--- src/verilog/period_match_timer_8bit_defs.svh ---
// Constants for the 8-bit period match timer: offsets, fields, resets, timing.
// Assumes inclusion by bare name from the package and the design module.
`ifndef PERIOD_MATCH_TIMER_8BIT_DEFS_SVH
`define PERIOD_MATCH_TIMER_8BIT_DEFS_SVH

// APB byte offsets
`define OFS_COUNT        12'h000
`define OFS_PERIOD       12'h004
`define OFS_CONTROL      12'h008
`define OFS_IRQ_FLAG     12'h00c
`define OFS_IRQ_ENABLE   12'h010

// Control field positions
`define CTL_PRE_LSB      0
`define CTL_RUN_BIT      2
`define CTL_POST_LSB     3
`define CTL_WIDTH        7

// Reset values
`define RST_COUNT        8'h00
`define RST_PERIOD       8'hff
`define RST_CONTROL      7'h00

// Instruction clock is the system clock divided by four
`define SYS_CLK_MHZ      100
`define INSTR_DIV        4

`endif

--- src/verilog/period_match_timer_8bit_pkg.sv ---
// Types shared by the 8-bit period match timer.
// Assumes the defs header sits alongside it.
`include "period_match_timer_8bit_defs.svh"

package period_match_timer_8bit_pkg;

   typedef struct packed {
      logic [3:0] postscale_select;
      logic       timer_run;
      logic [1:0] prescale_select;
   } timer_control_s;

   typedef enum logic [1:0] {
      PRE_DIV1  = 2'b00,
      PRE_DIV4  = 2'b01,
      PRE_DIV16 = 2'b10,
      PRE_DIV64 = 2'b11
   } prescale_e;

endpackage : period_match_timer_8bit_pkg

--- src/verilog/period_match_timer_8bit.sv ---
// 8-bit period match timer with prescaler, postscaler and APB registers.
// Assumes a synchronous APB master on i_sys_clk and a sleep level from the core.
//
// Notes on behaviour
// - Counting is paced only by the instruction clock, system clock over four.
// - Count and period registers are eight bits wide.
// - Count starts at zero and steps by one per prescaled tick.
// - Six-bit prescaler divides by 1, 4, 16 or 64 per select field.
// - Count compared with period every cycle; equality gives match output only while running and not asleep.
// - Match returns count to zero next tick and clocks postscaler.
// - Software reads and writes count and period directly.
// - Reset clears count and loads period with all ones.
// - Count write or control write clears both scalers; control leaves count.
// - Every device reset clears prescaler and postscaler.
// - Postscaler terminal count sets and holds the match interrupt flag.
// - Flag latches always; interrupt raised only when enable bit set.
// - Four-bit postscale field selects ratios 1:1 through 1:16.
// - Match output is aligned with system clock edges.
// - Sleep stops counting; count and period hold their values.
`timescale 1ns/10ps
`default_nettype none
`include "period_match_timer_8bit_defs.svh"

module period_match_timer_8bit
   import period_match_timer_8bit_pkg::*;
(
   input  wire logic        i_sys_clk,
   input  wire logic        i_resetn,
   input  wire logic        i_sleep,
   input  wire logic        i_psel,
   input  wire logic        i_penable,
   input  wire logic        i_pwrite,
   input  wire logic [11:0] i_paddr,
   input  wire logic [31:0] i_pwdata,
   output logic             o_pready,
   output logic [31:0]      o_prdata,
   output logic             o_pslverr,
   output logic             o_period_match_pulse,
   output logic             o_irq
);

   // ****************************************
   // Bus decode
   // ****************************************
   logic wr_en;
   logic rd_en;
   logic hit;
   assign o_pready  = 1'b1;
   assign hit       = (i_paddr == `OFS_COUNT) || (i_paddr == `OFS_PERIOD) ||
                      (i_paddr == `OFS_CONTROL) || (i_paddr == `OFS_IRQ_FLAG) ||
                      (i_paddr == `OFS_IRQ_ENABLE);
   assign wr_en     = i_psel && i_penable && i_pwrite && hit;
   assign rd_en     = i_psel && !i_penable && !i_pwrite;
   assign o_pslverr = i_psel && i_penable && !hit;

   logic wr_count;
   logic wr_period;
   logic wr_control;
   logic wr_flag;
   logic wr_enable;
   assign wr_count   = wr_en && (i_paddr == `OFS_COUNT);
   assign wr_period  = wr_en && (i_paddr == `OFS_PERIOD);
   assign wr_control = wr_en && (i_paddr == `OFS_CONTROL);
   assign wr_flag    = wr_en && (i_paddr == `OFS_IRQ_FLAG);
   assign wr_enable  = wr_en && (i_paddr == `OFS_IRQ_ENABLE);

   // ****************************************
   // Registers
   // ****************************************
   logic [7:0]     timer_count_r;
   logic [7:0]     timer_period_r;
   timer_control_s timer_control_r;
   logic           match_irq_flag_r;
   logic           match_irq_enable_r;

   always_ff @(posedge i_sys_clk) begin
      if (!i_resetn) begin
         timer_period_r <= `RST_PERIOD;
      end else if (wr_period) begin
         timer_period_r <= i_pwdata[7:0];
      end
   end

   always_ff @(posedge i_sys_clk) begin
      if (!i_resetn) begin
         timer_control_r <= `RST_CONTROL;
      end else if (wr_control) begin
         timer_control_r <= i_pwdata[`CTL_WIDTH-1:0];
      end
   end

   always_ff @(posedge i_sys_clk) begin
      if (!i_resetn) begin
         match_irq_enable_r <= 1'b0;
      end else if (wr_enable) begin
         match_irq_enable_r <= i_pwdata[0];
      end
   end

   // ****************************************
   // Instruction clock and prescaler
   // ****************************************
   // Phase counter makes a one-cycle tick at Fosc/4; no derived clock net
   logic [1:0] phase_r;
   logic       instr_tick;
   always_ff @(posedge i_sys_clk) begin
      if (!i_resetn) begin
         phase_r <= 2'd0;
      end else begin
         phase_r <= phase_r + 2'd1;
      end
   end
   assign instr_tick = (phase_r == 2'(`INSTR_DIV - 1));

   logic       counting;
   logic       scaler_clr;
   logic [5:0] pre_r;
   logic [5:0] pre_last;
   logic       pre_tick;
   assign counting   = timer_control_r.timer_run && !i_sleep;
   assign scaler_clr = wr_count || wr_control;

   always_comb begin
      case (prescale_e'(timer_control_r.prescale_select))
         PRE_DIV1:  pre_last = 6'd0;
         PRE_DIV4:  pre_last = 6'd3;
         PRE_DIV16: pre_last = 6'd15;
         PRE_DIV64: pre_last = 6'd63;
         default:   pre_last = 6'd0;
      endcase
   end

   // Divide by 64 needs six bits; low four mirror the documented prescaler
   always_ff @(posedge i_sys_clk) begin
      if (!i_resetn || scaler_clr) begin
         pre_r <= 6'd0;
      end else if (counting && instr_tick) begin
         pre_r <= (pre_r >= pre_last) ? 6'd0 : pre_r + 6'd1;
      end
   end
   assign pre_tick = counting && instr_tick && (pre_r >= pre_last);

   // ****************************************
   // Count, compare, match
   // ****************************************
   logic equal;
   assign equal = (timer_count_r == timer_period_r);

   always_ff @(posedge i_sys_clk) begin
      if (!i_resetn) begin
         timer_count_r <= `RST_COUNT;
      end else if (wr_count) begin
         timer_count_r <= i_pwdata[7:0];
      end else if (pre_tick) begin
         timer_count_r <= equal ? 8'h00 : timer_count_r + 8'h01;
      end
   end

   // Match holds while the count equals the period, i.e. one scaled period
   logic match_r;
   logic match_rise;
   always_ff @(posedge i_sys_clk) begin
      if (!i_resetn) begin
         match_r <= 1'b0;
      end else begin
         match_r <= equal && counting;
      end
   end
   assign o_period_match_pulse = match_r;
   assign match_rise = equal && counting && !match_r;

   // ****************************************
   // Postscaler and interrupt
   // ****************************************
   logic [3:0] post_r;
   logic       post_term;
   assign post_term = match_rise && (post_r == timer_control_r.postscale_select);
   always_ff @(posedge i_sys_clk) begin
      if (!i_resetn || scaler_clr) begin
         post_r <= 4'h0;
      end else if (match_rise) begin
         post_r <= post_term ? 4'h0 : post_r + 4'h1;
      end
   end

   // Set wins over a write-one-to-clear in the same cycle
   always_ff @(posedge i_sys_clk) begin
      if (!i_resetn) begin
         match_irq_flag_r <= 1'b0;
      end else if (post_term) begin
         match_irq_flag_r <= 1'b1;
      end else if (wr_flag && i_pwdata[0]) begin
         match_irq_flag_r <= 1'b0;
      end
   end
   assign o_irq = match_irq_flag_r && match_irq_enable_r;

   // ****************************************
   // Read data
   // ****************************************
   always_ff @(posedge i_sys_clk) begin
      if (!i_resetn) begin
         o_prdata <= 32'h0000_0000;
      end else if (rd_en) begin
         case (i_paddr)
            `OFS_COUNT:      o_prdata <= {24'h0, timer_count_r};
            `OFS_PERIOD:     o_prdata <= {24'h0, timer_period_r};
            `OFS_CONTROL:    o_prdata <= {25'h0, timer_control_r};
            `OFS_IRQ_FLAG:   o_prdata <= {31'h0, match_irq_flag_r};
            `OFS_IRQ_ENABLE: o_prdata <= {31'h0, match_irq_enable_r};
            default:         o_prdata <= 32'h0000_0000;
         endcase
      end
   end

   // ****************************************
   // Assertion helpers
   // ****************************************
   // Gaps reach 256 cycles, so they are counted rather than unrolled
   logic [8:0] tick_gap_r;
   logic       tick_gap_ok_r;
   logic [8:0] tick_gap_exp;
   logic [8:0] match_len_r;

   // One scaled period: four system clocks times the prescale ratio
   assign tick_gap_exp = 9'(`INSTR_DIV) << {timer_control_r.prescale_select, 1'b0};

   // Gap is only trusted between two ticks of one uninterrupted run
   always_ff @(posedge i_sys_clk) begin
      if (!i_resetn) begin
         tick_gap_r    <= 9'h000;
         tick_gap_ok_r <= 1'b0;
      end else if (scaler_clr || !counting) begin
         tick_gap_r    <= 9'h000;
         tick_gap_ok_r <= 1'b0;
      end else if (pre_tick) begin
         tick_gap_r    <= 9'h001;
         tick_gap_ok_r <= 1'b1;
      end else if (tick_gap_r != 9'h1ff) begin
         tick_gap_r    <= tick_gap_r + 9'h001;
      end
   end

   // Writes may stretch one pulse legally, so they restart the length
   always_ff @(posedge i_sys_clk) begin
      if (!i_resetn) begin
         match_len_r <= 9'h000;
      end else if (!o_period_match_pulse || scaler_clr || wr_count || wr_period) begin
         match_len_r <= 9'h000;
      end else if (match_len_r != 9'h1ff) begin
         match_len_r <= match_len_r + 9'h001;
      end
   end
endmodule : period_match_timer_8bit
`default_nettype wire

--- config.mk ---
export PLATFORM = sky130hd
export DESIGN_NAME = period_match_timer_8bit
export DESIGN_NICKNAME = d
export VERILOG_FILES = /design/src/verilog/period_match_timer_8bit_pkg.sv /design/src/verilog/period_match_timer_8bit.sv
export VERILOG_INCLUDE_DIRS = /design/src /design/src/verilog
export SDC_FILE = /design/constraint.sdc
export NUM_CORES = 1
export LEC_CHECK = 0
export BUFFER_PORTS_ARGS = -buffer_cell sky130_fd_sc_hd__buf_2
export CAP_MARGIN = 0
export CORE_UTILIZATION = 45
export CTS_CLUSTER_SIZE = 10
export DETAILED_ROUTE_END_ITERATION = 7
export PLACE_DENSITY = 0.8
export SYNTH_ARGS = -nofsm -noshare
export SYNTH_HDL_FRONTEND = slang
export SYNTH_SLANG_ARGS = --single-unit
--- constraint.sdc ---
create_clock -name i_sys_clk -period 2.6 [get_ports i_sys_clk]
set_clock_uncertainty 0.2 [all_clocks]
set_input_delay 0.52 -clock i_sys_clk [delete_from_list [all_inputs] [get_ports i_sys_clk]]
set_output_delay 0.52 -clock i_sys_clk [all_outputs]
set_load 0.02 [all_outputs]
==> summary.md <==
| Metric | Value |
|---|---|
| Max Slew Vio Count | `0` |
| Asr flop ratio synth | `0` |
| Total wire length | `6280 um` |
| Final-stage net count | `419` |
| Drt pass-1 iters | `4` |
| Share of cells above drive strength 1 | `0.200` |
| Syn Std Cell Area | `0.00279 mm^2` |
| Synth cell count leaders | `dfxtp_1, nand2_1, buf_4` |
| Register-to-register setup slack | `380 ps` |
| CP Data Required Time | `1880 ps` |
| TritonCTS Sinks | `46` |
| Global-route wire length before repair | `10,400 um` |
| Hold Buf Count CTS | `0` |
| DRT antenna net count | `0` |
| Final instance area | `0.00309 mm^2` |
| FF+latch count, synth | `46` |
| CP Capture Type | `output port` |
| Tmin final | `2340 ps` |
| Part of the cycle the worst path needs | `0.899` |
| Clock Latency Late Sink | `300 ps` |
| Final hold viol count | `0` |
| Via/cell ratio | `5.39` |
| Slew @ Worst Pin | `558 ps` |
| GRT Util Overall | `0.207` |
| Core area | `0.00596 mm^2` |
| Reg-to-Reg Start | `timer_control_r[1]$_SDFFE_PN0P_` |
| DRC | `0` |
| Antenna violations before repair | `0` |
| Initial core utilization | `0.468` |
| Post-synth EDFFs | `0` |
| Worst-path fanout max | `2` |
| CP Class | `in2out` |
| Placed Area | `0.00298 mm^2` |
| Post_cts resized | `0` |
| Clk root buf | `clkbuf_8` |
| Sequential share of the synthesized area | `0.330` |
| Pin count of the biggest net entering global routing | `24` |
| Grt ovf | `0` |
| Die width | `80.7 um` |
| Vias in the first global route | `2,228` |
| Placer Congestion | `0.921` |
| Die area | `0.00651 mm^2` |
| Yosys top cell area share | `0.330` |
| RSZ-0062 raised after global routing | `no` |
| LEAKAGE | `1.29 nW` |
| Peak Freq | `428 MHz` |
| Yosys warns | `0` |
| CTS tree | `done` |
| Pwr Total | `1.32 mW` |
| Most common cell in the netlist | `dfxtp_1` |
| CP Launch Type | `input port` |
| Fin util | `0.518` |
| Worst setup path startpoint | `i_paddr[7]` |
| Hold Crit Class | `reg2reg` |
| Relative slew slack | `0.626` |
| Post-detail-place hpwl | `4650 um` |
| H-tree depth | `2` |
| Setup violators final | `0` |
| Top_reg_cell synth | `dfxtp_1` |
| Reg2Reg Depth | `7` |
| Area delta synth->final | `10.8%` |
| Reg clk slew, reported paths | `90 ps` |
| Cell row count | `28` |
| Synthesized area per cell | `8.79 um^2` |
| PortBufs | `36` |
| Status | `complete, no violations` |
| Critical Path AT | `1620 ps` |
| Reg2reg end | `timer_count_r[6]$_SDFFE_PN0P_` |
| Die Ht | `80.7 um` |
| Maximum VDD drop | `0.291 mV` |
| Deepest clock path buffer count | `2` |
| Synth area leader | `dfxtp_1` |
| Setup crit end | `o_pslverr` |
| Antenna cell count | `0` |
| Iter 0 DRT Violations | `125` |
| Routed WL per cell | `14.4 um` |
| Max Cap Viol | `0` |
| Cell variety after synth | `46` |
| Power Dens Cells | `426 mW/mm^2` |
| Synthesized instance count | `317` |
| IO Pins | `86` |
| DR vias | `2,343` |
| Post-CTS setup repair buffer count | `0` |
| Setup TNS | `0 ps` |
| Total CTS buffers | `5` |
| Synth area leaders | `dfxtp_1, buf_4, mux2i_1` |
-- through the flow --
stage | cells | hold WS (ps) | setup WS (ps)
2_1_floorplan | 340 | 199 | 373
3_5_place_dp | 427 | 233 | 240
5_1_grt | 435 | 251 | 192
6_report | 435 | 240 | 262
3_3_place_gp | 427 | 210 | 260
4_1_cts | 435 | 246 | 253
-- per-layer routing --
layer	GRT usage	share of wire	routed length (um)
met5	0	0	0
met4	0.0732	0.016	99
met2	0.355	0.50	3120
met1	0.257	0.44	2790
met3	0.0398	0.043	267
-- layout by cell type, fill, tap and decap left out, types with 3 or more instances in the layout --
| cell type | instances |
|---|---|
| dfxtp_1 | 46 |
| buf_2 | 36 |
| nand2_1 | 35 |
| nor2_1 | 28 |
| conb_1 | 25 |
| mux2i_1 | 20 |
| xor2_1 | 15 |
| inv_1 | 12 |
| buf_4 | 12 |
| nor3_1 | 10 |
| nand3_1 | 10 |
| a21oi_1 | 10 |
| ha_1 | 10 |
| o21ai_0 | 8 |
| o211ai_1 | 8 |
| clkbuf_8 | 7 |
| o221ai_1 | 6 |
| xnor2_1 | 5 |
| nand4_1 | 5 |
| a41oi_2 | 5 |
| and2_1 | 4 |
| o21ai_1 | 4 |
| nor4_4 | 3 |
| and3_1 | 3 |
| nor3b_1 | 3 |
| a31oi_1 | 3 |
-- power by group --
part	switching, mW	total [mW]	internal, mW	leakage (nW)
Sequential	0.00150	0.708	0.707	0.371
Combinational	0.0842	0.118	0.0333	0.867
Clock	0.246	0.490	0.244	0.0544
Total	0.332	1.32	0.984	1.29
-- worst min-delay path by stage --
stage / startpoint / end / slack (ps) / depth (start not counted)
after floorplan: phase_r[0]$_SDFF_PN0_ / phase_r[0]$_SDFF_PN0_ / 200 / 1
after global placement: phase_r[0]$_SDFF_PN0_ / phase_r[0]$_SDFF_PN0_ / 210 / 1
after detailed placement: phase_r[0]$_SDFF_PN0_ / phase_r[0]$_SDFF_PN0_ / 230 / 1
after CTS: phase_r[0]$_SDFF_PN0_ / phase_r[0]$_SDFF_PN0_ / 250 / 1
after global routing: phase_r[0]$_SDFF_PN0_ / phase_r[0]$_SDFF_PN0_ / 250 / 1
final: phase_r[0]$_SDFF_PN0_ / phase_r[0]$_SDFF_PN0_ / 240 / 1
-- sequential cells by signal, indices dropped and copies added (netlist names) --
name	flops
match_irq_enable_r	1
match_irq_flag_r	1
o_period_match_pulse	1
o_prdata	8
phase_r	2
post_r	4
pre_r	6
timer_control_r	7
timer_count_r	8
timer_period_r	8
-- layout make-up --
class                           instances  area [um^2]
Tap cell                               75         93.8
Sequential cell                        46          921
Clock inverter                          1         8.76
Fill cell                             563         2870
Timing Repair Buffer                   48          270
Inverter                               13         48.8
Clock buffer                            7         96.3
Multi-Input combinational cell        245         1650
-- worst max-delay path, stage by stage --
cell and delay [ps]:
buf_2 110, nor4_4 330, nand3_1 160, a21o_1 170, and3_1 170, buf_2 150
-- cell families (layout without fill, tap and decap cells) --
group                      count (synthesis)  count (layout)  share of synthesized area
xor gates and xnor gates                  20              20                     0.0629
other                                      2              25                    0.00270
muxes                                     21              21                     0.0799
and+or+nand+nor                          118             118                      0.232
DFF                                       46              46                      0.330
adders and majority gates                 10              10                     0.0449
buffers and inverters                     49              69                      0.109
AOI/OAI and AO/OA                         51              51                      0.138
(Power assumes the default switching activity.)
